File: config.mk
export PLATFORM = sky130hd
export DESIGN_NAME = dbcl_core
export DESIGN_NICKNAME = d
export VERILOG_FILES = /design/src/design/dbcl_timer.v /design/src/design/dbcl_bank.v /design/src/design/dbcl_core.v
export VERILOG_INCLUDE_DIRS = /design/src /design/src/include
export SDC_FILE = /design/constraint.sdc
export NUM_CORES = 1
export LEC_CHECK = 0
export BUFFER_PORTS_ARGS = -buffer_cell sky130_fd_sc_hd__buf_2
export CAP_MARGIN = 20
export CORE_ASPECT_RATIO = 0.75
export CORE_MARGIN = 3
export CORE_UTILIZATION = 63
export DETAILED_ROUTE_END_ITERATION = 8
export PLACE_DENSITY = 0.81
export SLEW_MARGIN = 20
export SYNTH_ARGS = -nofsm -noshare
export SYNTH_HDL_FRONTEND = slang
export SYNTH_SLANG_ARGS = --single-unit
File: constraint.sdc
create_clock -name core_clk_in -period 7.3 [get_ports core_clk_in]
set_input_delay 1.46 -clock core_clk_in [delete_from_list [all_inputs] [get_ports core_clk_in]]
set_output_delay 1.46 -clock core_clk_in [all_outputs]
set_load 0.05 [all_outputs]
File: src/include/dbcl_map.vh
// Summary of operation
// - Checks start after exit delay, clock enable high twice
// - Idle after precharge recovery delay elapses, or from reset once device ready
// - Active after row-to-column delay, nothing pending
// - Reading lasts until non-autoprecharge read burst ends
// - Writing lasts until non-autoprecharge write burst ends
// - Register accesses return to a state set by their start context after delay
// - Read/write rules cover both autoprecharge variants
// - Register read accepted while target bank idle, activating, active or precharging
// - Bank after register read follows its own state
// - Device reset is a special register write
// - Write mask high blocks beat, low writes it
// - Precharge to idle bank still waits recovery delay
`ifndef DBCL_MAP_VH
`define DBCL_MAP_VH
`define DBCL_CMD_NOP 4'h0
`define DBCL_CMD_ACT 4'h1
`define DBCL_CMD_RD 4'h2
`define DBCL_CMD_WR 4'h3
`define DBCL_CMD_PRE 4'h4
`define DBCL_CMD_PREA 4'h5
`define DBCL_CMD_REF 4'h6
`define DBCL_CMD_SREF 4'h7
`define DBCL_CMD_MRR 4'h8
`define DBCL_CMD_MRW 4'h9
`define DBCL_CMD_RESET 4'ha
`define DBCL_CMD_PDX 4'hb
`define DBCL_CMD_SRX 4'hc
`define DBCL_ST_IDLE 3'h0
`define DBCL_ST_ROWACT 3'h1
`define DBCL_ST_ACTIVE 3'h2
`define DBCL_ST_READ 3'h3
`define DBCL_ST_WRITE 3'h4
`define DBCL_ST_PRECH 3'h5
`define DBCL_ST_RESET 3'h6
`define DBCL_T_RCD 8'h04
`define DBCL_T_RP 8'h04
`define DBCL_T_RRD 8'h02
`define DBCL_T_MRR 8'h04
`define DBCL_T_MRW 8'h0a
`define DBCL_T_XSR 8'h20
`define DBCL_T_XP 8'h04
`define DBCL_T_BURST 8'h04
`endif

File: src/design/dbcl_timer.v
`timescale 1ns/1ns
`include "dbcl_map.vh"
// Down counter: load starts a delay, done when zero
module dbcl_timer #(
    parameter W = 8
) (
    // Clock and reset
    input wire core_clk_in,
    input wire rst_in,
    // Control
    input wire load_in,
    input wire [W-1:0] value_in,
    // Status
    output wire done_out
);
    reg [W-1:0] count;
    always @(posedge core_clk_in or posedge rst_in) begin
        if (rst_in) begin
            count <= {W{1'b0}};
        end else if (load_in) begin
            count <= value_in;
        end else if (count != {W{1'b0}}) begin
            count <= count - {{(W-1){1'b0}}, 1'b1};
        end
    end
    assign done_out = (count == {W{1'b0}});
endmodule

File: src/design/dbcl_bank.v
`timescale 1ns/1ns
`include "dbcl_map.vh"
// One bank's state with its own delay timer
module dbcl_bank (
    // Clock and reset
    input wire core_clk_in,
    input wire rst_in,
    // Command for this bank, already accepted
    input wire act_in,
    input wire rd_in,
    input wire wr_in,
    input wire ap_in,
    input wire pre_in,
    input wire dev_reset_in,
    input wire dev_ready_in,
    // State
    output reg [2:0] state_out,
    output reg ap_pend_out
);
    reg load;
    reg [7:0] value;
    wire done;
    dbcl_timer #(.W(8)) u_tmr (
        .core_clk_in(core_clk_in),
        .rst_in(rst_in),
        .load_in(load),
        .value_in(value),
        .done_out(done)
    );
    // Autoprecharge must still sit out the full recovery delay
    wire auto_pre = ap_pend_out && done && (state_out == `DBCL_ST_READ || state_out == `DBCL_ST_WRITE);
    always @* begin
        load = act_in | rd_in | wr_in | pre_in | auto_pre;
        value = `DBCL_T_BURST;
        if (act_in) begin
            value = `DBCL_T_RCD;
        end else if (pre_in || (auto_pre && !rd_in && !wr_in)) begin
            value = `DBCL_T_RP;
        end
    end
    always @(posedge core_clk_in or posedge rst_in) begin
        if (rst_in) begin
            state_out <= `DBCL_ST_RESET;
            ap_pend_out <= 1'b0;
        end else if (dev_reset_in) begin
            state_out <= `DBCL_ST_RESET;
            ap_pend_out <= 1'b0;
        end else if (act_in) begin
            state_out <= `DBCL_ST_ROWACT;
        end else if (rd_in) begin
            state_out <= `DBCL_ST_READ;
            ap_pend_out <= ap_in;
        end else if (wr_in) begin
            state_out <= `DBCL_ST_WRITE;
            ap_pend_out <= ap_in;
        end else if (pre_in) begin
            state_out <= `DBCL_ST_PRECH;
            // An explicit precharge supersedes a pending autoprecharge
            ap_pend_out <= 1'b0;
        end else begin
            case (state_out)
                `DBCL_ST_RESET: if (dev_ready_in) state_out <= `DBCL_ST_IDLE;
                `DBCL_ST_ROWACT: if (done) state_out <= `DBCL_ST_ACTIVE;
                `DBCL_ST_PRECH: if (done) state_out <= `DBCL_ST_IDLE;
                `DBCL_ST_READ, `DBCL_ST_WRITE: begin
                    // Autoprecharge bursts roll straight into recovery
                    if (done && ap_pend_out) begin
                        state_out <= `DBCL_ST_PRECH;
                        ap_pend_out <= 1'b0;
                    end else if (done) begin
                        state_out <= `DBCL_ST_ACTIVE;
                    end
                end
                default: state_out <= state_out;
            endcase
        end
    end
endmodule

File: src/design/dbcl_core.v
`timescale 1ns/1ns
`include "dbcl_map.vh"
// Bank state tracking and cross-bank command legality checker
module dbcl_core #(
    parameter NB = 8
) (
    // Clock and reset
    input wire core_clk_in,
    input wire rst_in,
    // Command bus
    input wire cke_in,
    input wire [3:0] cmd_in,
    input wire [2:0] bank_in,
    input wire ap_in,
    input wire all_in,
    // Write data path
    input wire wdata_valid_in,
    input wire write_mask_input_in,
    // Results
    output reg cmd_accept_out,
    output reg cmd_illegal_out,
    output reg beat_write_out,
    output reg ready_out,
    output reg busy_mr_out,
    output reg [3*NB-1:0] bank_state_out
);
    localparam M_NONE = 2'h0;
    localparam M_IDLE = 2'h1;
    localparam M_RST = 2'h2;
    localparam M_ACT = 2'h3;

    wire [3*NB-1:0] st;
    wire [NB-1:0] append;
    reg cke_q;
    reg exit_wait;
    reg dev_ready;
    reg [1:0] mr_kind;
    reg mr_load;
    reg [7:0] mr_val;
    wire mr_done;
    reg rrd_load;
    wire rrd_done;
    reg ex_load;
    reg [7:0] ex_val;
    wire ex_done;
    reg legal;
    reg all_idle;
    reg any_rd;
    reg any_wr;
    reg pre_ok;
    reg [2:0] tgt;
    reg dev_reset;
    integer i;
    wire cmd_accept_now;

    dbcl_timer #(.W(8)) u_mr (
        .core_clk_in(core_clk_in), .rst_in(rst_in),
        .load_in(mr_load), .value_in(mr_val), .done_out(mr_done)
    );
    dbcl_timer #(.W(8)) u_rrd (
        .core_clk_in(core_clk_in), .rst_in(rst_in),
        .load_in(rrd_load), .value_in(`DBCL_T_RRD), .done_out(rrd_done)
    );
    dbcl_timer #(.W(8)) u_ex (
        .core_clk_in(core_clk_in), .rst_in(rst_in),
        .load_in(ex_load), .value_in(ex_val), .done_out(ex_done)
    );

    // Per-bank trackers, one generate entry per bank
    genvar g;
    generate
        for (g = 0; g < NB; g = g + 1) begin : bk
            wire hit = (bank_in == g) | all_in;
            wire ok = cmd_accept_now;
            dbcl_bank u_bank (
                .core_clk_in(core_clk_in),
                .rst_in(rst_in),
                .act_in(ok && cmd_in == `DBCL_CMD_ACT && bank_in == g),
                .rd_in(ok && cmd_in == `DBCL_CMD_RD && bank_in == g),
                .wr_in(ok && cmd_in == `DBCL_CMD_WR && bank_in == g),
                .ap_in(ap_in),
                .pre_in(ok && ((cmd_in == `DBCL_CMD_PRE && hit) || cmd_in == `DBCL_CMD_PREA)),
                .dev_reset_in(dev_reset),
                .dev_ready_in(dev_ready),
                .state_out(st[3*g+2:3*g]),
                .ap_pend_out(append[g])
            );
        end
    endgenerate

    wire mr_busy = (mr_kind != M_NONE);
    wire checks_on = cke_q & cke_in & ~exit_wait;
    assign cmd_accept_now = legal & (cmd_in != `DBCL_CMD_NOP);

    always @* begin
        all_idle = 1'b1;
        any_rd = 1'b0;
        any_wr = 1'b0;
        pre_ok = 1'b1;
        tgt = st[3*bank_in +: 3];
        for (i = 0; i < NB; i = i + 1) begin
            if (st[3*i +: 3] != `DBCL_ST_IDLE) all_idle = 1'b0;
            if (st[3*i +: 3] == `DBCL_ST_READ && i != bank_in) any_rd = 1'b1;
            if (st[3*i +: 3] == `DBCL_ST_WRITE && i != bank_in) any_wr = 1'b1;
            if (st[3*i +: 3] == `DBCL_ST_RESET || st[3*i +: 3] == `DBCL_ST_ROWACT) pre_ok = 1'b0;
        end
        legal = 1'b0;
        if (checks_on && !mr_busy) begin
            case (cmd_in)
                `DBCL_CMD_NOP: legal = 1'b1;
                `DBCL_CMD_ACT: legal = dev_ready && tgt == `DBCL_ST_IDLE && rrd_done;
                `DBCL_CMD_RD: legal = (tgt == `DBCL_ST_ACTIVE || tgt == `DBCL_ST_READ) && !any_wr
                    && !append[bank_in];
                `DBCL_CMD_WR: legal = (tgt == `DBCL_ST_ACTIVE || tgt == `DBCL_ST_WRITE) && !any_rd
                    && !append[bank_in];
                `DBCL_CMD_PRE: legal = all_in ? pre_ok : (tgt != `DBCL_ST_RESET && tgt != `DBCL_ST_ROWACT);
                `DBCL_CMD_PREA: legal = pre_ok;
                `DBCL_CMD_REF, `DBCL_CMD_SREF: legal = all_idle;
                // A register write before the device is ready brings it out of reset once its delay ends
                `DBCL_CMD_MRW: legal = all_idle | ~dev_ready;
                `DBCL_CMD_RESET: legal = all_idle | ~dev_ready;
                `DBCL_CMD_MRR: legal = ~dev_ready || tgt == `DBCL_ST_IDLE || tgt == `DBCL_ST_ROWACT
                    || tgt == `DBCL_ST_PRECH || tgt == `DBCL_ST_ACTIVE;
                default: legal = 1'b0;
            endcase
        end else if (mr_busy) begin
            legal = (cmd_in == `DBCL_CMD_NOP);
        end else begin
            legal = (cmd_in == `DBCL_CMD_NOP) || (cmd_in == `DBCL_CMD_PDX) || (cmd_in == `DBCL_CMD_SRX);
        end
        if (!checks_on && !mr_busy && (cmd_in == `DBCL_CMD_PDX || cmd_in == `DBCL_CMD_SRX)) begin
            legal = 1'b1;
        end
    end

    always @* begin
        mr_load = 1'b0;
        mr_val = `DBCL_T_MRR;
        rrd_load = cmd_accept_now && cmd_in == `DBCL_CMD_ACT;
        ex_load = 1'b0;
        ex_val = `DBCL_T_XP;
        dev_reset = cmd_accept_now && cmd_in == `DBCL_CMD_RESET;
        if (cmd_accept_now && cmd_in == `DBCL_CMD_MRR) begin
            mr_load = 1'b1;
        end
        if (cmd_accept_now && (cmd_in == `DBCL_CMD_MRW || cmd_in == `DBCL_CMD_RESET)) begin
            mr_load = 1'b1;
            mr_val = `DBCL_T_MRW;
        end
        if (legal && cmd_in == `DBCL_CMD_PDX) begin
            ex_load = 1'b1;
        end
        if (legal && cmd_in == `DBCL_CMD_SRX) begin
            ex_load = 1'b1;
            ex_val = `DBCL_T_XSR;
        end
    end

    always @(posedge core_clk_in or posedge rst_in) begin
        if (rst_in) begin
            cke_q <= 1'b0;
            exit_wait <= 1'b0;
            dev_ready <= 1'b0;
            mr_kind <= M_NONE;
            cmd_accept_out <= 1'b0;
            cmd_illegal_out <= 1'b0;
            beat_write_out <= 1'b0;
            ready_out <= 1'b0;
            busy_mr_out <= 1'b0;
            bank_state_out <= {(3*NB){1'b0}};
        end else begin
            cke_q <= cke_in;
            if (ex_load) begin
                exit_wait <= 1'b1;
            end else if (ex_done) begin
                exit_wait <= 1'b0;
            end
            // return state follows the start context
            if (mr_busy && mr_done && !mr_load) begin
                if (mr_kind == M_IDLE) begin
                    dev_ready <= 1'b1;
                end
                mr_kind <= M_NONE;
            end
            if (mr_load) begin
                if (cmd_in == `DBCL_CMD_RESET) begin
                    mr_kind <= M_RST;
                end else if (cmd_in == `DBCL_CMD_MRW) begin
                    mr_kind <= M_IDLE;
                end else if (!dev_ready) begin
                    mr_kind <= M_RST;
                end else if (tgt == `DBCL_ST_ACTIVE) begin
                    mr_kind <= M_ACT;
                end else begin
                    mr_kind <= M_IDLE;
                end
            end
            if (dev_reset) begin
                dev_ready <= 1'b0;
            end
            cmd_accept_out <= cmd_accept_now;
            cmd_illegal_out <= ~legal;
            beat_write_out <= wdata_valid_in & ~write_mask_input_in;
            ready_out <= dev_ready;
            busy_mr_out <= mr_busy;
            bank_state_out <= st;
        end
    end
endmodule

==> results of run 1 <==
==> power groups by stage <==
stage                     Combinational, uW  Clock (uW)  Sequential (uW)
after detailed placement               1590           0             1620
after floorplan                        1200           0             1620
after global routing                   1790         989             1680
final                                  1620         941             1630
after CTS                              1610         953             1620
after global placement                 1540           0             1610
==> sequential cells by signal (all words and copies together), names as in the netlist <==
signal and cells:
u_mr.count 8, beat_write_out 1, u_rrd.count 8, ready_out 1, cmd_illegal_out 1, bk.u_bank.state_out 24
u_ex.count 8, exit_wait 1, busy_mr_out 1, mr_kind 2, bk.u_bank.ap_pend_out 8, dev_ready 1
cke_q 1, bk.u_bank.u_tmr.count 64, cmd_accept_out 1, bank_state_out 24
==> per-layer routing <==
layer,routed length (um),track usage (%),vias to the layer above
met2,11100,46.2,485
li1,-,-,3868
met1,10900,45.5,4105
met4,716,11.8,0
met3,3170,10.5,74
met5,0,0,-
==> critical path, delay by kind of cell <==
kind            cells  cell delay (ns)
compound gates      5             1.47
buf+inv             1             0.45
simple gates        4             2.03
==> cells in the final DEF, fill, tap and decap left out, types with 6 or more instances in the layout <==
| cell type | count |
|---|---|
| sky130_fd_sc_hd__dfrtp_1 | 138 |
| sky130_fd_sc_hd__nor2_1 | 111 |
| sky130_fd_sc_hd__nand2_1 | 88 |
| sky130_fd_sc_hd__a21oi_1 | 58 |
| sky130_fd_sc_hd__nor3_1 | 46 |
| sky130_fd_sc_hd__inv_1 | 42 |
| sky130_fd_sc_hd__nand3_1 | 42 |
| sky130_fd_sc_hd__buf_2 | 42 |
| sky130_fd_sc_hd__xnor2_1 | 40 |
| sky130_fd_sc_hd__o21ai_0 | 36 |
| sky130_fd_sc_hd__nand2b_1 | 22 |
| sky130_fd_sc_hd__or3_1 | 22 |
| sky130_fd_sc_hd__nand4_1 | 20 |
| sky130_fd_sc_hd__xor2_1 | 20 |
| sky130_fd_sc_hd__nor4_1 | 19 |
| sky130_fd_sc_hd__a211oi_1 | 19 |
| sky130_fd_sc_hd__o211ai_1 | 17 |
| sky130_fd_sc_hd__clkbuf_16 | 17 |
| sky130_fd_sc_hd__nand3b_1 | 16 |
| sky130_fd_sc_hd__dfstp_2 | 16 |
| sky130_fd_sc_hd__o22ai_1 | 14 |
| sky130_fd_sc_hd__ha_1 | 13 |
| sky130_fd_sc_hd__nor3b_1 | 12 |
| sky130_fd_sc_hd__and3_1 | 11 |
| sky130_fd_sc_hd__a31oi_1 | 11 |
| sky130_fd_sc_hd__mux2i_1 | 8 |
| sky130_fd_sc_hd__and3b_1 | 7 |
| sky130_fd_sc_hd__nor2b_1 | 7 |
| sky130_fd_sc_hd__a22o_1 | 7 |
| sky130_fd_sc_hd__or4_1 | 6 |
| sky130_fd_sc_hd__o32ai_1 | 6 |
| sky130_fd_sc_hd__a211o_1 | 6 |
==> final cells by class <==
type | instances | area (um^2)
flip-flops and latches | 154 | 3870
clock buffers | 21 | 460
multi-input cells | 792 | 5180
clock inverters | 11 | 169
fillers | 1163 | 4290
repair buffers | 47 | 248
well taps | 200 | 250
inverters | 43 | 166
==> cell families (layout without fill, tap and decap cells) <==
kind of cell,count (synthesis),after routing
AND/OR/NAND/NOR,467,467
AO/OA/AOI/OAI,233,233
flip-flops,154,154
buffers and inverters,106,122
XOR/XNOR,60,60
multiplexers,19,19
adder cells (fa/ha/maj),13,13
==> path summary, 6_finish.rpt <==
check                                           from                   endpoint  slack [ns]  depth (start not counted)
min in group asynchronous                     rst_in              u_ex.count[5]        1.12                          2
min reg2reg                bk[7].u_bank.state_out[2]         bank_state_out[23]        0.48                          0
min                        bk[7].u_bank.state_out[2]         bank_state_out[23]        0.48                          0
max reg2reg                bk[0].u_bank.state_out[2]  bk[1].u_bank.state_out[1]        2.92                          9
max                                       bank_in[0]  bk[1].u_bank.state_out[2]        2.23                         10
max in group asynchronous                     rst_in         bank_state_out[12]        4.82                          3
==> metrics by stage <==
stage / std cells / utilization, % / instance area, um^2 / power (uW) / hold slack [ns]
6_report: 1268 / 70.7 / 10400 / 4190 / 0.480
3_5_place_dp: 1236 / 66.4 / 9720 / 3210 / 0.464
3_3_place_gp: 1236 / 66.4 / 9720 / 3150 / 0.464
2_1_floorplan: 1052 / - / 9550 / 2820 / 0.352
5_1_grt: 1268 / 70.7 / 10400 / 4460 / 0.477
4_1_cts: 1268 / 70.7 / 10400 / 4180 / 0.472
==> results_tabular.tex, run 1 <==
\begin{tabular}{lr}
\hline
Metric & Value \\
\hline
\multicolumn{2}{l}{\textbf{Run status}} \\
Status & finished clean \\
\multicolumn{2}{l}{\textbf{Yosys}} \\
Proportion of register bits with asynchronous set or reset after synthesis & 100\% \\
Area share of and/or/nand/nor cells after synthesis & 26.4\% \\
Total of flip-flops plus latches after synthesis & 154 \\
Sequential share of the synthesized area & 40.6\% \\
Top cells by instance count after synthesis & sky130\_fd\_sc\_hd\_\_dfrtp\_1 (138), sky130\_fd\_sc\_hd\_\_nor2\_1 (111), sky130\_fd\_sc\_hd\_\_nand2\_1 (88) \\
Combinational family with the most area after synthesis & simple AND/OR/NAND/NOR gates \\
Compound-cell area share of the yosys netlist & 17.5\% \\
XOR/XNOR Fraction of Synth Area & 5.51\% \\
Share of cell area taken by muxes after synthesis & 3.16\% \\
Per-instance average area after synthesis & 9.07 um\^{}2 \\
Count of flip-flops with a built-in enable after synthesis & 0 \\
Prevailing post-synth register cell & sky130\_fd\_sc\_hd\_\_dfrtp\_1 \\
Netlist area before placement & 9550 um\^{}2 \\
Share of Yosys cell area claimed by the top area cell type & 36.2\% \\
Number of warning messages in the yosys log & 0 \\
Net count after synthesis & 1079 \\
Fraction of the mapped netlist area in adder cells & 1.70\% \\
Cell with the most instances after synthesis & sky130\_fd\_sc\_hd\_\_dfrtp\_1 \\
Area contributors post-synth & sky130\_fd\_sc\_hd\_\_dfrtp\_1 (36\%), sky130\_fd\_sc\_hd\_\_dfstp\_2 (4.4\%), sky130\_fd\_sc\_hd\_\_nor2\_1 (4.4\%), sky130\_fd\_sc\_hd\_\_xnor2\_1 (3.7\%), sky130\_fd\_sc\_hd\_\_nand2\_1 (3.5\%) \\
Library cell occupying the most area in the post-synthesis netlist & sky130\_fd\_sc\_hd\_\_dfrtp\_1 \\
Mapped Cells & 1052 \\
Yosys cell types & 94 \\
\multicolumn{2}{l}{\textbf{STA}} \\
Post-route fraction of the period consumed by the critical path & 69.5\% \\
Actual slew at the worst max-slew pin & 0.966 ns \\
Worst setup skew after layout & 0.0124 ns \\
Final worst-path setup slack & 2.23 ns \\
Setup TNS & 0 ns \\
Headroom to the max-slew limit & 35.1\% \\
Maximum achievable frequency & 0.197 GHz \\
Count of final hold-check violations & 0 \\
Final setup violating endpoints & 0 \\
Final Max Slew Viols & 0 \\
RSZ-0062 raised after global routing & no \\
Tmin final & 5.07 ns \\
\multicolumn{2}{l}{\textbf{Global route}} \\
Number of antenna violations at the first check in global routing & 0 \\
Global-route congestion overflow total & 0 \\
Number of global-route vias before repair & 7998 \\
Global-route wire length before repair & 42300 um \\
Total routing usage reported by global routing & 32.0\% \\
Pin count of the biggest net entering global routing & 82 \\
\multicolumn{2}{l}{\textbf{Placement}} \\
Buffers on Ports & 42 \\
Final estimated routing congestion in global placement & 1.05 \\
HPWL after detailed placement & 17800 um \\
Post-placement setup slack & 2.02 ns \\
\multicolumn{2}{l}{\textbf{Critical path}} \\
Type of the worst setup path & in2reg \\
Worst path max stage delay & 0.88 ns \\
Type of element capturing the critical path & flip-flop \\
Cells traversed along the worst timing path & buf\_2 > and3b\_1 > o32ai\_1 > a31oi\_1 > nand3\_1 > o32a\_1 > nand4\_2 > and3\_1 > a211oi\_1 > a2111o\_1 \\
CP Data Arrival Time & 5.43 ns \\
Kind of start point of the critical path & input port \\
Req. time, crit path & 7.66 ns \\
Slowest cell on the critical path & sky130\_fd\_sc\_hd\_\_and3\_1 \\
Maximum fanout count along the critical path & 28 \\
\multicolumn{2}{l}{\textbf{Clocking}} \\
CTS buffer count & 17 \\
Hold bufs inserted after CTS & 0 \\
Total of cells resized after clock tree synthesis & 0 \\
Root Driver & sky130\_fd\_sc\_hd\_\_clkbuf\_16 \\
Clock slew seen by the registers of the worst setup and hold paths & 0.06 ns \\
Source-to-sink clock delay at the later pin of the worst-skew pair & 0.44 ns \\
Setup bufs post-CTS & 0 \\
Clock tree from TritonCTS & built \\
CTS H-tree depth & 4 \\
CTS max path bufs & 2 \\
Count of clock tree sinks & 154 \\
\multicolumn{2}{l}{\textbf{Routing}} \\
Routed wire length & 25900 um \\
Number of violations reported at the end of detailed-routing iteration 0 & 1250 \\
Post-DR wirelength/cell & 20.4 um \\
Post-route ant nets & 0 \\
First-pass DRT Iterations & 6 \\
Routed via count divided by cell count & 6.73 \\
Vias & 8532 \\
Post-detailed-route DRC marker count & 0 \\
\multicolumn{2}{l}{\textbf{Floorplan}} \\
Starting density of the core & 65.2\% \\
Count of standard-cell rows & 38 \\
Die width & 148 um \\
Area of the core & 14600 um\^{}2 \\
Total Die Area & 16700 um\^{}2 \\
Overall die height & 113 um \\
Num ports & 43 \\
\multicolumn{2}{l}{\textbf{Power and ir drop}} \\
Leakage & 0.00427 uW \\
Internal power consumption & 2470 uW \\
Switching part of the total power & 41.0\% \\
Maximum ir drop on the vdd rail & 239 uV \\
Switching Power & 1720 uW \\
Areal power density over the cells & 405 nW/um\^{}2 \\
Clock group share of total power & 22.4\% \\
Proportion of power drawn by flip-flops and latches & 38.9\% \\
Gate power share & 38.6\% \\
\multicolumn{2}{l}{\textbf{Flow run}} \\
Max-Cap Viols & 0 \\
\multicolumn{2}{l}{\textbf{Cells and area}} \\
Number of nets at the end of the flow & 1082 \\
Synthesis-to-layout area growth & 8.45\% \\
Antenna Diode Count & 0 \\
Fraction of final layout cells sized beyond drive strength 1 & 12.9\% \\
\multicolumn{2}{l}{\textbf{Worst hold path}} \\
Hold crit path type & reg2reg \\
\hline
\end{tabular}
No activity file was read; power rests on OpenSTA's default activity.
==> run 2: changes to the inputs <==
--- a/config.mk
+++ b/config.mk
@@ -6,13 +6,14 @@
 export SDC_FILE = /design/constraint.sdc
 export NUM_CORES = 1
 export LEC_CHECK = 0
+export ABC_AREA = 1
 export BUFFER_PORTS_ARGS = -buffer_cell sky130_fd_sc_hd__buf_2
 export CAP_MARGIN = 20
 export CORE_ASPECT_RATIO = 0.75
 export CORE_MARGIN = 3
-export CORE_UTILIZATION = 63
+export CORE_UTILIZATION = 56
 export DETAILED_ROUTE_END_ITERATION = 8
-export PLACE_DENSITY = 0.81
+export PLACE_DENSITY = 0.77
 export SLEW_MARGIN = 20
 export SYNTH_ARGS = -nofsm -noshare
 export SYNTH_HDL_FRONTEND = slang
==> constraint.sdc (replaced) <==
create_clock -name core_clk_in -period 4.3 [get_ports core_clk_in]
set_input_delay 0.86 -clock core_clk_in [delete_from_list [all_inputs] [get_ports core_clk_in]]
set_output_delay 0.86 -clock core_clk_in [all_outputs]
set_load 0.05 [all_outputs]
==> run 2 against run 1 <==
Net effect: non-clock buffer count is the same; routed wire length shrank 10%; combinational power grew 84%; sequential power grew 66%; worst hold slack lost 0.037 ns; clock-buffer cell count is the same; largest cell class unchanged.
==> results_tabular.tex, run 2 <==
\begin{tabular}{lr}
\hline
Metric & Value \\
\hline
\multicolumn{2}{l}{\textbf{Placement}} \\
Post-placement setup slack & 0.554 ns (was 2.02 ns) \\
Buffers on Ports & 42 (unchanged) \\
Placed Instances & 1515 (was 1236) \\
Final estimated routing congestion in global placement & 1.01 (was 1.05) \\
HPWL after detailed placement & 17000 um (was 17800 um) \\
\multicolumn{2}{l}{\textbf{Yosys}} \\
Proportion of register bits with asynchronous set or reset after synthesis & 100\% (unchanged) \\
Sequential share of the synthesized area & 41.8\% (was 40.6\%) \\
Netlist area before placement & 9260 um\^{}2 (was 9550 um\^{}2) \\
Mapped Cells & 1280 (was 1052) \\
Library cell occupying the most area in the post-synthesis netlist & sky130\_fd\_sc\_hd\_\_dfrtp\_1 (unchanged) \\
Area contributors post-synth & sky130\_fd\_sc\_hd\_\_dfrtp\_1 (37\%), sky130\_fd\_sc\_hd\_\_nand2\_1 (12\%), sky130\_fd\_sc\_hd\_\_nor2\_1 (7.5\%), sky130\_fd\_sc\_hd\_\_inv\_1 (6.9\%), sky130\_fd\_sc\_hd\_\_nand3\_1 (5.2\%) (was sky130\_fd\_sc\_hd\_\_dfrtp\_1 (36\%), sky130\_fd\_sc\_hd\_\_dfstp\_2 (4.4\%), sky130\_fd\_sc\_hd\_\_nor2\_1 (4.4\%), sky130\_fd\_sc\_hd\_\_xnor2\_1 (3.7\%), sky130\_fd\_sc\_hd\_\_nand2\_1 (3.5\%)) \\
Top cells by instance count after synthesis & sky130\_fd\_sc\_hd\_\_nand2\_1 (307), sky130\_fd\_sc\_hd\_\_nor2\_1 (185), sky130\_fd\_sc\_hd\_\_inv\_1 (170) (was sky130\_fd\_sc\_hd\_\_dfrtp\_1 (138), sky130\_fd\_sc\_hd\_\_nor2\_1 (111), sky130\_fd\_sc\_hd\_\_nand2\_1 (88)) \\
Total of flip-flops plus latches after synthesis & 154 (unchanged) \\
Prevailing post-synth register cell & sky130\_fd\_sc\_hd\_\_dfrtp\_1 (unchanged) \\
Net count after synthesis & 1307 (was 1079) \\
Count of flip-flops with a built-in enable after synthesis & 0 (unchanged) \\
Per-instance average area after synthesis & 7.23 um\^{}2 (was 9.07 um\^{}2) \\
Cell with the most instances after synthesis & sky130\_fd\_sc\_hd\_\_nand2\_1 (was sky130\_fd\_sc\_hd\_\_dfrtp\_1) \\
Share of Yosys cell area claimed by the top area cell type & 37.3\% (was 36.2\%) \\
Number of warning messages in the yosys log & 0 (unchanged) \\
Yosys cell types & 51 (was 94) \\
\multicolumn{2}{l}{\textbf{Critical path}} \\
Type of the worst setup path & reg2reg (was in2reg) \\
Slowest cell on the critical path & sky130\_fd\_sc\_hd\_\_dfstp\_2 (was sky130\_fd\_sc\_hd\_\_and3\_1) \\
Type of element capturing the critical path & flip-flop (unchanged) \\
Startpoint of the most critical register-to-register path & bk[1].u\_bank.state\_out[2] (was bk[0].u\_bank.state\_out[2]) \\
CP Data Arrival Time & 3.78 ns (was 5.43 ns) \\
Kind of start point of the critical path & flip-flop (was input port) \\
Cells traversed along the worst timing path & inv\_1 > nand2\_1 > nand2\_1 > nor2\_1 > nand2\_1 > nor2\_1 > o21ai\_0 > nor2\_1 > nor2\_2 > nand3\_4 > nand2\_8 > nor2\_8 > nand2\_4 > inv\_2 > nor2\_1 > nand3\_1 > nand2\_1 (was buf\_2 > and3b\_1 > o32ai\_1 > a31oi\_1 > nand3\_1 > o32a\_1 > nand4\_2 > and3\_1 > a211oi\_1 > a2111o\_1) \\
Req. time, crit path & 4.62 ns (was 7.66 ns) \\
CP Buf/Inv Count & 2 (was 1) \\
Worst reg2reg path depth & 17 (was 9) \\
FF-to-FF End & bk[1].u\_bank.state\_out[0] (was bk[1].u\_bank.state\_out[1]) \\
Maximum fanout count along the critical path & 18 (was 28) \\
Kind of cell adding the most delay to the critical path & simple AND/OR/NAND/NOR gates (unchanged) \\
Register-to-register setup slack & 0.84 ns (was 2.92 ns) \\
Worst path max stage delay & 0.69 ns (was 0.88 ns) \\
\multicolumn{2}{l}{\textbf{Clocking}} \\
Hold bufs inserted after CTS & 0 (unchanged) \\
Setup bufs post-CTS & 0 (unchanged) \\
Clock slew seen by the registers of the worst setup and hold paths & 0.06 ns (about the same) \\
CTS buffer count & 17 (unchanged) \\
CTS max path bufs & 2 (unchanged) \\
Source-to-sink clock delay at the later pin of the worst-skew pair & 0.43 ns (was 0.44 ns) \\
Count of clock tree sinks & 154 (unchanged) \\
Total of cells resized after clock tree synthesis & 0 (unchanged) \\
Clock tree from TritonCTS & built (unchanged) \\
CTS H-tree depth & 4 (unchanged) \\
Root Driver & sky130\_fd\_sc\_hd\_\_clkbuf\_16 (unchanged) \\
\multicolumn{2}{l}{\textbf{Cells and area}} \\
Leading cell types in the layout, fill and taps excluded & sky130\_fd\_sc\_hd\_\_nand2\_1 (307), sky130\_fd\_sc\_hd\_\_nor2\_1 (185), sky130\_fd\_sc\_hd\_\_inv\_1 (169) (was sky130\_fd\_sc\_hd\_\_dfrtp\_1 (138), sky130\_fd\_sc\_hd\_\_nor2\_1 (111), sky130\_fd\_sc\_hd\_\_nand2\_1 (88)) \\
Fill cell count & 1431 (was 1163) \\
Most common cell after layout, fill and taps aside & sky130\_fd\_sc\_hd\_\_nand2\_1 (was sky130\_fd\_sc\_hd\_\_dfrtp\_1) \\
Fraction of final layout cells sized beyond drive strength 1 & 11.4\% (was 12.9\%) \\
Biggest regs & bk.u\_bank.u\_tmr.count x64, bank\_state\_out x24, bk.u\_bank.state\_out x24 (unchanged) \\
Non-filler instance count after layout & 1547 (was 1268) \\
Synthesis-to-layout area growth & 10.1\% (was 8.45\%) \\
Antenna Diode Count & 0 (unchanged) \\
Largest register by flop count & bk.u\_bank.u\_tmr.count (unchanged) \\
Number of nets at the end of the flow & 1351 (was 1082) \\
Number of flip-flops under the largest register name & 64 (unchanged) \\
\multicolumn{2}{l}{\textbf{Routing}} \\
Number of violations reported at the end of detailed-routing iteration 0 & 850 (was 1250) \\
Routed wire length & 23300 um (was 25900 um) \\
Routed via count divided by cell count & 5.48 (was 6.73) \\
Post-route ant nets & 0 (unchanged) \\
Post-DR wirelength/cell & 15.0 um (was 20.4 um) \\
First-pass DRT Iterations & 6 (unchanged) \\
Vias & 8475 (was 8532) \\
Post-detailed-route DRC marker count & 0 (unchanged) \\
\multicolumn{2}{l}{\textbf{Floorplan}} \\
Overall die height & 117 um (was 113 um) \\
Num ports & 43 (unchanged) \\
Starting density of the core & 57.5\% (was 65.2\%) \\
Count of standard-cell rows & 40 (was 38) \\
Total Die Area & 18100 um\^{}2 (was 16700 um\^{}2) \\
Area of the core & 16100 um\^{}2 (was 14600 um\^{}2) \\
Die width & 154 um (was 148 um) \\
\multicolumn{2}{l}{\textbf{STA}} \\
Maximum achievable frequency & 0.289 GHz \\
RSZ-0062 raised after global routing & no (unchanged) \\
Actual slew at the worst max-slew pin & 1.08 ns (was 0.966 ns) \\
Setup TNS & 0 ns (unchanged) \\
Final worst-path setup slack & 0.841 ns (was 2.23 ns) \\
Tmin final & 3.46 ns \\
Count of final hold-check violations & 0 (unchanged) \\
Post-route fraction of the period consumed by the critical path & 80.4\% \\
Headroom to the max-slew limit & 27.4\% (was 35.1\%) \\
Tightest hold margin & 0.443 ns (was 0.480 ns) \\
Worst setup skew after layout & 0.00787 ns (was 0.0124 ns) \\
Final setup violating endpoints & 0 (unchanged) \\
Final Max Slew Viols & 0 (unchanged) \\
\multicolumn{2}{l}{\textbf{Global route}} \\
Number of antenna violations at the first check in global routing & 0 (unchanged) \\
Number of global-route vias before repair & 7847 (was 7998) \\
Global-route congestion overflow total & 0 (unchanged) \\
Total routing usage reported by global routing & 26.3\% (was 32.0\%) \\
Pin count of the biggest net entering global routing & 155 (was 82) \\
Global-route wire length before repair & 38800 um (was 42300 um) \\
\multicolumn{2}{l}{\textbf{Worst hold path}} \\
Sink of the worst hold path & bank\_state\_out[1] (was bank\_state\_out[23]) \\
Hold crit path type & reg2reg (unchanged) \\
Worst hold path stage count & 0 (unchanged) \\
Min-Delay Startpoint & bk[0].u\_bank.state\_out[1] (was bk[7].u\_bank.state\_out[2]) \\
\multicolumn{2}{l}{\textbf{Power and ir drop}} \\
Leakage & 0.00525 uW (was 0.00427 uW) \\
Maximum ir drop on the vdd rail & 389 uV (was 239 uV) \\
Areal power density over the cells & 692 nW/um\^{}2 (was 405 nW/um\^{}2) \\
\multicolumn{2}{l}{\textbf{Run status}} \\
Status & finished clean (unchanged) \\
\multicolumn{2}{l}{\textbf{Flow run}} \\
Max-Cap Viols & 0 (unchanged) \\
\hline
\end{tabular}
-- run 2: cell types whose count changed after synthesis, moves of 22 or more --
cell / change
sky130_fd_sc_hd__nand2_1: +219
sky130_fd_sc_hd__inv_1: +127
sky130_fd_sc_hd__nor2_1: +74
sky130_fd_sc_hd__nand3_1: +54
sky130_fd_sc_hd__clkbuf_1: -29
sky130_fd_sc_hd__xnor2_1: -28
sky130_fd_sc_hd__o21ai_0: +27
sky130_fd_sc_hd__nand2b_1: -22
-- run 2: metal layers --
metal	global-route usage, %	routed length (um)	up-vias
met5	0	0	-
met4	7.12	376	0
met3	7.41	2130	32
met2	38.5	9860	328
met1	38.4	10900	3896
li1	-	-	4219
-- run 2: kinds of logic after synthesis --
family | share of synthesized area, %
compound gates | 11.1
fa+ha+maj | 1.76
xor+xnor | 3.41
buf+inv | 8.97
simple gates | 33.0
flops | 41.8
-- run 2: worst max-delay path by stage --
stage	to	cells after the start	slack [ns]	startpoint
after floorplan	bk[5].u_bank.u_tmr.count[2]	17	1.41	bank_in[0]
after global placement	bk[6].u_bank.state_out[0]	20	0.64	bank_in[0]
after detailed placement	bk[1].u_bank.state_out[0]	18	0.55	bank_in[0]
after CTS	bk[1].u_bank.state_out[0]	17	0.96	bk[1].u_bank.state_out[2]
after global routing	bk[6].u_bank.state_out[0]	18	0.64	bank_in[0]
final	bk[1].u_bank.state_out[0]	17	0.84	bk[1].u_bank.state_out[2]
-- run 2: cell type report --
cell class | count | area, um^2 | area share, %
Clock buffer | 21 | 460 | 4.52
Clock inverter | 11 | 73.8 | 0.724
Inverter | 188 | 709 | 6.96
Multi-Input combinational cell | 916 | 4550 | 44.7
Sequential cell | 154 | 3870 | 38.0
Tap cell | 210 | 263 | 2.58
Timing Repair Buffer | 47 | 260 | 2.55
-- run 2: worst reg2reg max path, stage by stage, from the launching register on --
cell                      delay, ns
sky130_fd_sc_hd__dfstp_2       0.69
sky130_fd_sc_hd__inv_1         0.13
sky130_fd_sc_hd__nand2_1       0.19
sky130_fd_sc_hd__nand2_1       0.09
sky130_fd_sc_hd__nor2_1        0.25
sky130_fd_sc_hd__nand2_1       0.09
sky130_fd_sc_hd__nor2_1        0.24
sky130_fd_sc_hd__o21ai_0       0.12
sky130_fd_sc_hd__nor2_1        0.14
sky130_fd_sc_hd__nor2_2        0.07
sky130_fd_sc_hd__nand3_4       0.18
sky130_fd_sc_hd__nand2_8       0.11
sky130_fd_sc_hd__nor2_8        0.22
sky130_fd_sc_hd__nand2_4       0.19
sky130_fd_sc_hd__inv_2         0.36
sky130_fd_sc_hd__nor2_1        0.14
sky130_fd_sc_hd__nand3_1       0.09
sky130_fd_sc_hd__nand2_1       0.07
-- run 2: stage by stage --
stage,power (uW),area (um^2),util [%]
3_3_place_gp,5570,9660,59.9
3_5_place_dp,5650,9660,59.9
5_1_grt,7640,10200,63.3
2_1_floorplan,4930,9260,-
4_1_cts,7060,10200,63.3
6_report,7060,10200,63.3
-- run 2: power by group --
group / switching [uW] / internal, uW
sequential: 578 / 2140
clock: 602 / 764
combinational: 1940 / 1040
==> run 3: changes to the inputs <==
==> constraint.sdc (replaced) <==
create_clock -name core_clk_in -period 3.05 [get_ports core_clk_in]
set_input_delay 0.61 -clock core_clk_in [delete_from_list [all_inputs] [get_ports core_clk_in]]
set_output_delay 0.61 -clock core_clk_in [all_outputs]
set_load 0.05 [all_outputs]
==> run 3 against run 2 <==
Net effect: via count up 4.8%; worst setup slack worse by 0.64 ns; global-route usage up 0.41 points.
==> results_tabular.tex, run 3 (synthesis gave the netlist of run 2 again) <==
\begin{tabular}{lr}
\hline
Metric & Value \\
\hline
\multicolumn{2}{l}{\textbf{Run status}} \\
Status & finished clean (unchanged) \\
\multicolumn{2}{l}{\textbf{Global route}} \\
Global-route congestion overflow total & 0 (unchanged) \\
Layer with the highest usage & met2 (unchanged) \\
Number of global-route vias before repair & 8082 (was 7847) \\
GRT met1 Usage & 38.9\% (was 38.4\%) \\
Total routing usage reported by global routing & 26.7\% (was 26.3\%) \\
Global-route wire length before repair & 39500 um (was 38800 um) \\
Pin count of the biggest net entering global routing & 57 (was 155) \\
Number of antenna violations at the first check in global routing & 0 (unchanged) \\
Global routing met3 resource utilization & 5.27\% (was 7.41\%) \\
Met2 Resource Use GR & 40.5\% (was 38.5\%) \\
\multicolumn{2}{l}{\textbf{Power and ir drop}} \\
Areal power density over the cells & 954 nW/um\^{}2 (was 692 nW/um\^{}2) \\
Leakage & 0.00571 uW (was 0.00525 uW) \\
Proportion of power drawn by flip-flops and latches & 36.2\% (was 38.4\%) \\
Switching Power & 4440 uW (was 3120 uW) \\
Maximum ir drop on the vdd rail & 526 uV (was 389 uV) \\
Post-layout total power & 10500 uW (was 7060 uW) \\
Internal power consumption & 6020 uW (was 3940 uW) \\
Clock group share of total power & 21.8\% (was 19.4\%) \\
Gate power share & 42.0\% (was 42.2\%) \\
Switching part of the total power & 42.4\% (was 44.2\%) \\
\multicolumn{2}{l}{\textbf{Clocking}} \\
CTS buffer count & 17 (unchanged) \\
Source-to-sink clock delay at the later pin of the worst-skew pair & 0.44 ns (was 0.43 ns) \\
Hold bufs inserted after CTS & 0 (unchanged) \\
Clock tree from TritonCTS & built (unchanged) \\
Count of clock tree sinks & 154 (unchanged) \\
Root Driver & sky130\_fd\_sc\_hd\_\_clkbuf\_16 (unchanged) \\
CTS max path bufs & 2 (unchanged) \\
Clock slew seen by the registers of the worst setup and hold paths & 0.06 ns (about the same) \\
CTS H-tree depth & 4 (unchanged) \\
\multicolumn{2}{l}{\textbf{Cells and area}} \\
Final design utilization & 68.0\% (was 63.3\%) \\
Fraction of final layout cells sized beyond drive strength 1 & 16.7\% (was 11.4\%) \\
Largest register by flop count & bk.u\_bank.u\_tmr.count (unchanged) \\
Number of flip-flops under the largest register name & 64 (unchanged) \\
Most common cell after layout, fill and taps aside & sky130\_fd\_sc\_hd\_\_nand2\_1 (unchanged) \\
Final non-filler cell area & 11000 um\^{}2 (was 10200 um\^{}2) \\
Leading cell types in the layout, fill and taps excluded & sky130\_fd\_sc\_hd\_\_nand2\_1 (307), sky130\_fd\_sc\_hd\_\_nor2\_1 (185), sky130\_fd\_sc\_hd\_\_inv\_1 (169) (unchanged) \\
Number of nets at the end of the flow & 1433 (was 1351) \\
Antenna Diode Count & 0 (unchanged) \\
Biggest regs & bk.u\_bank.u\_tmr.count x64, bank\_state\_out x24, bk.u\_bank.state\_out x24 (unchanged) \\
Synthesis-to-layout area growth & 18.4\% (was 10.1\%) \\
\multicolumn{2}{l}{\textbf{Floorplan}} \\
Overall die height & 117 um (unchanged) \\
Die width & 154 um (unchanged) \\
Total Die Area & 18100 um\^{}2 (unchanged) \\
Starting density of the core & 57.5\% (unchanged) \\
Area of the core & 16100 um\^{}2 (unchanged) \\
Num ports & 43 (unchanged) \\
Count of standard-cell rows & 40 (unchanged) \\
\multicolumn{2}{l}{\textbf{Critical path}} \\
Worst path max stage delay & 0.64 ns (was 0.69 ns) \\
Type of element capturing the critical path & flip-flop (unchanged) \\
Maximum fanout count along the critical path & 10 (was 18) \\
Slowest cell on the critical path & sky130\_fd\_sc\_hd\_\_dfstp\_2 (unchanged) \\
Startpoint of the most critical register-to-register path & bk[1].u\_bank.state\_out[2] (unchanged) \\
Cells traversed along the worst timing path & inv\_1 > nand2\_1 > nand2\_1 > nor2\_1 > nand2\_1 > nor2\_1 > o21ai\_0 > nor2\_1 > nor2\_2 > nand3\_4 > nand2\_8 > nor2\_2 > buf\_4 > nand2\_1 > o21ai\_1 > nor2\_2 > o21ai\_2 > nor2\_1 (was inv\_1 > nand2\_1 > nand2\_1 > nor2\_1 > nand2\_1 > nor2\_1 > o21ai\_0 > nor2\_1 > nor2\_2 > nand3\_4 > nand2\_8 > nor2\_8 > nand2\_4 > inv\_2 > nor2\_1 > nand3\_1 > nand2\_1) \\
Type of the worst setup path & reg2reg (unchanged) \\
Kind of start point of the critical path & flip-flop (unchanged) \\
Req. time, crit path & 3.36 ns (was 4.62 ns) \\
Kind of cell adding the most delay to the critical path & simple AND/OR/NAND/NOR gates (unchanged) \\
CP Data Arrival Time & 3.16 ns (was 3.78 ns) \\
Worst reg2reg path depth & 18 (was 17) \\
Register-to-register setup slack & 0.20 ns (was 0.84 ns) \\
CP Buf/Inv Count & 2 (unchanged) \\
FF-to-FF End & bk[4].u\_bank.u\_tmr.count[3] (was bk[1].u\_bank.state\_out[0]) \\
\multicolumn{2}{l}{\textbf{Routing}} \\
Routed via count divided by cell count & 5.45 (was 5.48) \\
First-pass DRT Iterations & 8 (was 6) \\
Routed wire length & 24200 um (was 23300 um) \\
Post-detailed-route DRC marker count & 0 (unchanged) \\
Vias & 8878 (was 8475) \\
Post-route ant nets & 0 (unchanged) \\
Number of violations reported at the end of detailed-routing iteration 0 & 1038 (was 850) \\
Post-DR wirelength/cell & 14.8 um (was 15.0 um) \\
\multicolumn{2}{l}{\textbf{Flow run}} \\
Max-Cap Viols & 0 (unchanged) \\
\multicolumn{2}{l}{\textbf{STA}} \\
Final setup violating endpoints & 0 (unchanged) \\
Count of final hold-check violations & 0 (unchanged) \\
Actual slew at the worst max-slew pin & 1.00 ns (was 1.08 ns) \\
Post-route fraction of the period consumed by the critical path & 93.5\% (was 80.4\%) \\
Headroom to the max-slew limit & 32.5\% (was 27.4\%) \\
Worst setup skew after layout & 0.00867 ns (was 0.00787 ns) \\
Setup TNS & 0 ns (unchanged) \\
Maximum achievable frequency & 0.351 GHz (was 0.289 GHz) \\
Tmin final & 2.85 ns (was 3.46 ns) \\
Tightest hold margin & 0.295 ns (was 0.443 ns) \\
Final Max Slew Viols & 0 (unchanged) \\
\multicolumn{2}{l}{\textbf{Placement}} \\
Buffers on Ports & 42 (unchanged) \\
HPWL after detailed placement & 17800 um (was 17000 um) \\
Placed inst area & 10200 um\^{}2 (was 9660 um\^{}2) \\
Final estimated routing congestion in global placement & 0.952 (was 1.01) \\
\multicolumn{2}{l}{\textbf{Worst hold path}} \\
Hold crit path type & in2reg (was reg2reg) \\
Min-Delay Startpoint & cke\_in (was bk[0].u\_bank.state\_out[1]) \\
Worst hold path stage count & 1 (was 0) \\
Sink of the worst hold path & cke\_q (was bank\_state\_out[1]) \\
\hline
\end{tabular}
-- run 3: cell types whose count changed in the layout (fill, tap and decap cells not counted), sizes merged --
| cell | before | now |
|---|---|---|
| buf | 47 | 128 |
| bufinv | 0 | 4 |
| clkinv | 11 | 8 |
| clkinvlp | 4 | 2 |
| clkbuf | 21 | 22 |
| inv | 184 | 185 |
-- run 3: power groups by stage --
stage	clock, uW	sequential (uW)	combinational [uW]
3_5_place_dp	0	3800	4250
3_3_place_gp	0	3780	4110
5_1_grt	2390	3900	4960
6_report	2280	3790	4390
2_1_floorplan	0	4040	2910
4_1_cts	2310	3780	4280
-- run 3: how the worst max path moves through the flow --
stage	startpoint	endpoint	slack, ns	depth (start not counted)
3_3_place_gp	bank_in[0]	bk[3].u_bank.state_out[2]	0.04	19
2_1_floorplan	bank_in[0]	bk[5].u_bank.u_tmr.count[2]	0.41	17
4_1_cts	bk[6].u_bank.state_out[2]	bk[4].u_bank.u_tmr.count[4]	0.21	20
6_report	bk[1].u_bank.state_out[2]	bk[4].u_bank.u_tmr.count[3]	0.20	18
3_5_place_dp	bank_in[0]	bk[5].u_bank.u_tmr.count[2]	-0.01	16
5_1_grt	bk[0].u_bank.state_out[1]	bk[2].u_bank.u_tmr.count[6]	-0.004	16
-- run 3: metal layers --
| metal | wire (um) | share of wire, % |
|---|---|---|
| met2 | 10500 | 44 |
| met4 | 537 | 2.2 |
| met1 | 10900 | 45 |
| met5 | 0 | 0 |
| met3 | 2200 | 9.1 |
-- run 3: stage by stage --
stage               std cells  setup slack, ns
floorplan                1280            0.414
global placement         1586           0.0409
detailed placement       1586         -0.00999
CTS                      1618            0.211
global route             1629         -0.00412
finish                   1629            0.199
-- run 3: area by class of cell --
| type | instances | area, um^2 |
|---|---|---|
| clock buffers | 21 | 460 |
| clock inverters | 11 | 169 |
| fillers | 1374 | 5150 |
| inverters | 188 | 709 |
| multi-input cells | 916 | 4560 |
| flip-flops and latches | 154 | 3870 |
| well taps | 210 | 263 |
| repair buffers | 129 | 927 |
-- run 3: repair_timing --
action	CTS	global route
hold endpoints to repair	0	0
buffers inserted	0	11
gates resized for setup	0	3
endpoints found under the setup margin	0	16
-- run 3: worst register-to-register path, cell delays in order (launching register included) --
cell                      delay (ns)
sky130_fd_sc_hd__dfstp_2        0.64
sky130_fd_sc_hd__inv_1          0.11
sky130_fd_sc_hd__nand2_1        0.14
sky130_fd_sc_hd__nand2_1        0.07
sky130_fd_sc_hd__nor2_1         0.18
sky130_fd_sc_hd__nand2_1        0.08
sky130_fd_sc_hd__nor2_1         0.16
sky130_fd_sc_hd__o21ai_0        0.10
sky130_fd_sc_hd__nor2_1         0.13
sky130_fd_sc_hd__nor2_2         0.07
sky130_fd_sc_hd__nand3_4        0.09
sky130_fd_sc_hd__nand2_8        0.09
sky130_fd_sc_hd__nor2_2         0.14
sky130_fd_sc_hd__buf_4          0.16
sky130_fd_sc_hd__nand2_1        0.08
sky130_fd_sc_hd__o21ai_1        0.16
sky130_fd_sc_hd__nor2_2         0.09
sky130_fd_sc_hd__o21ai_2        0.15
sky130_fd_sc_hd__nor2_1         0.07
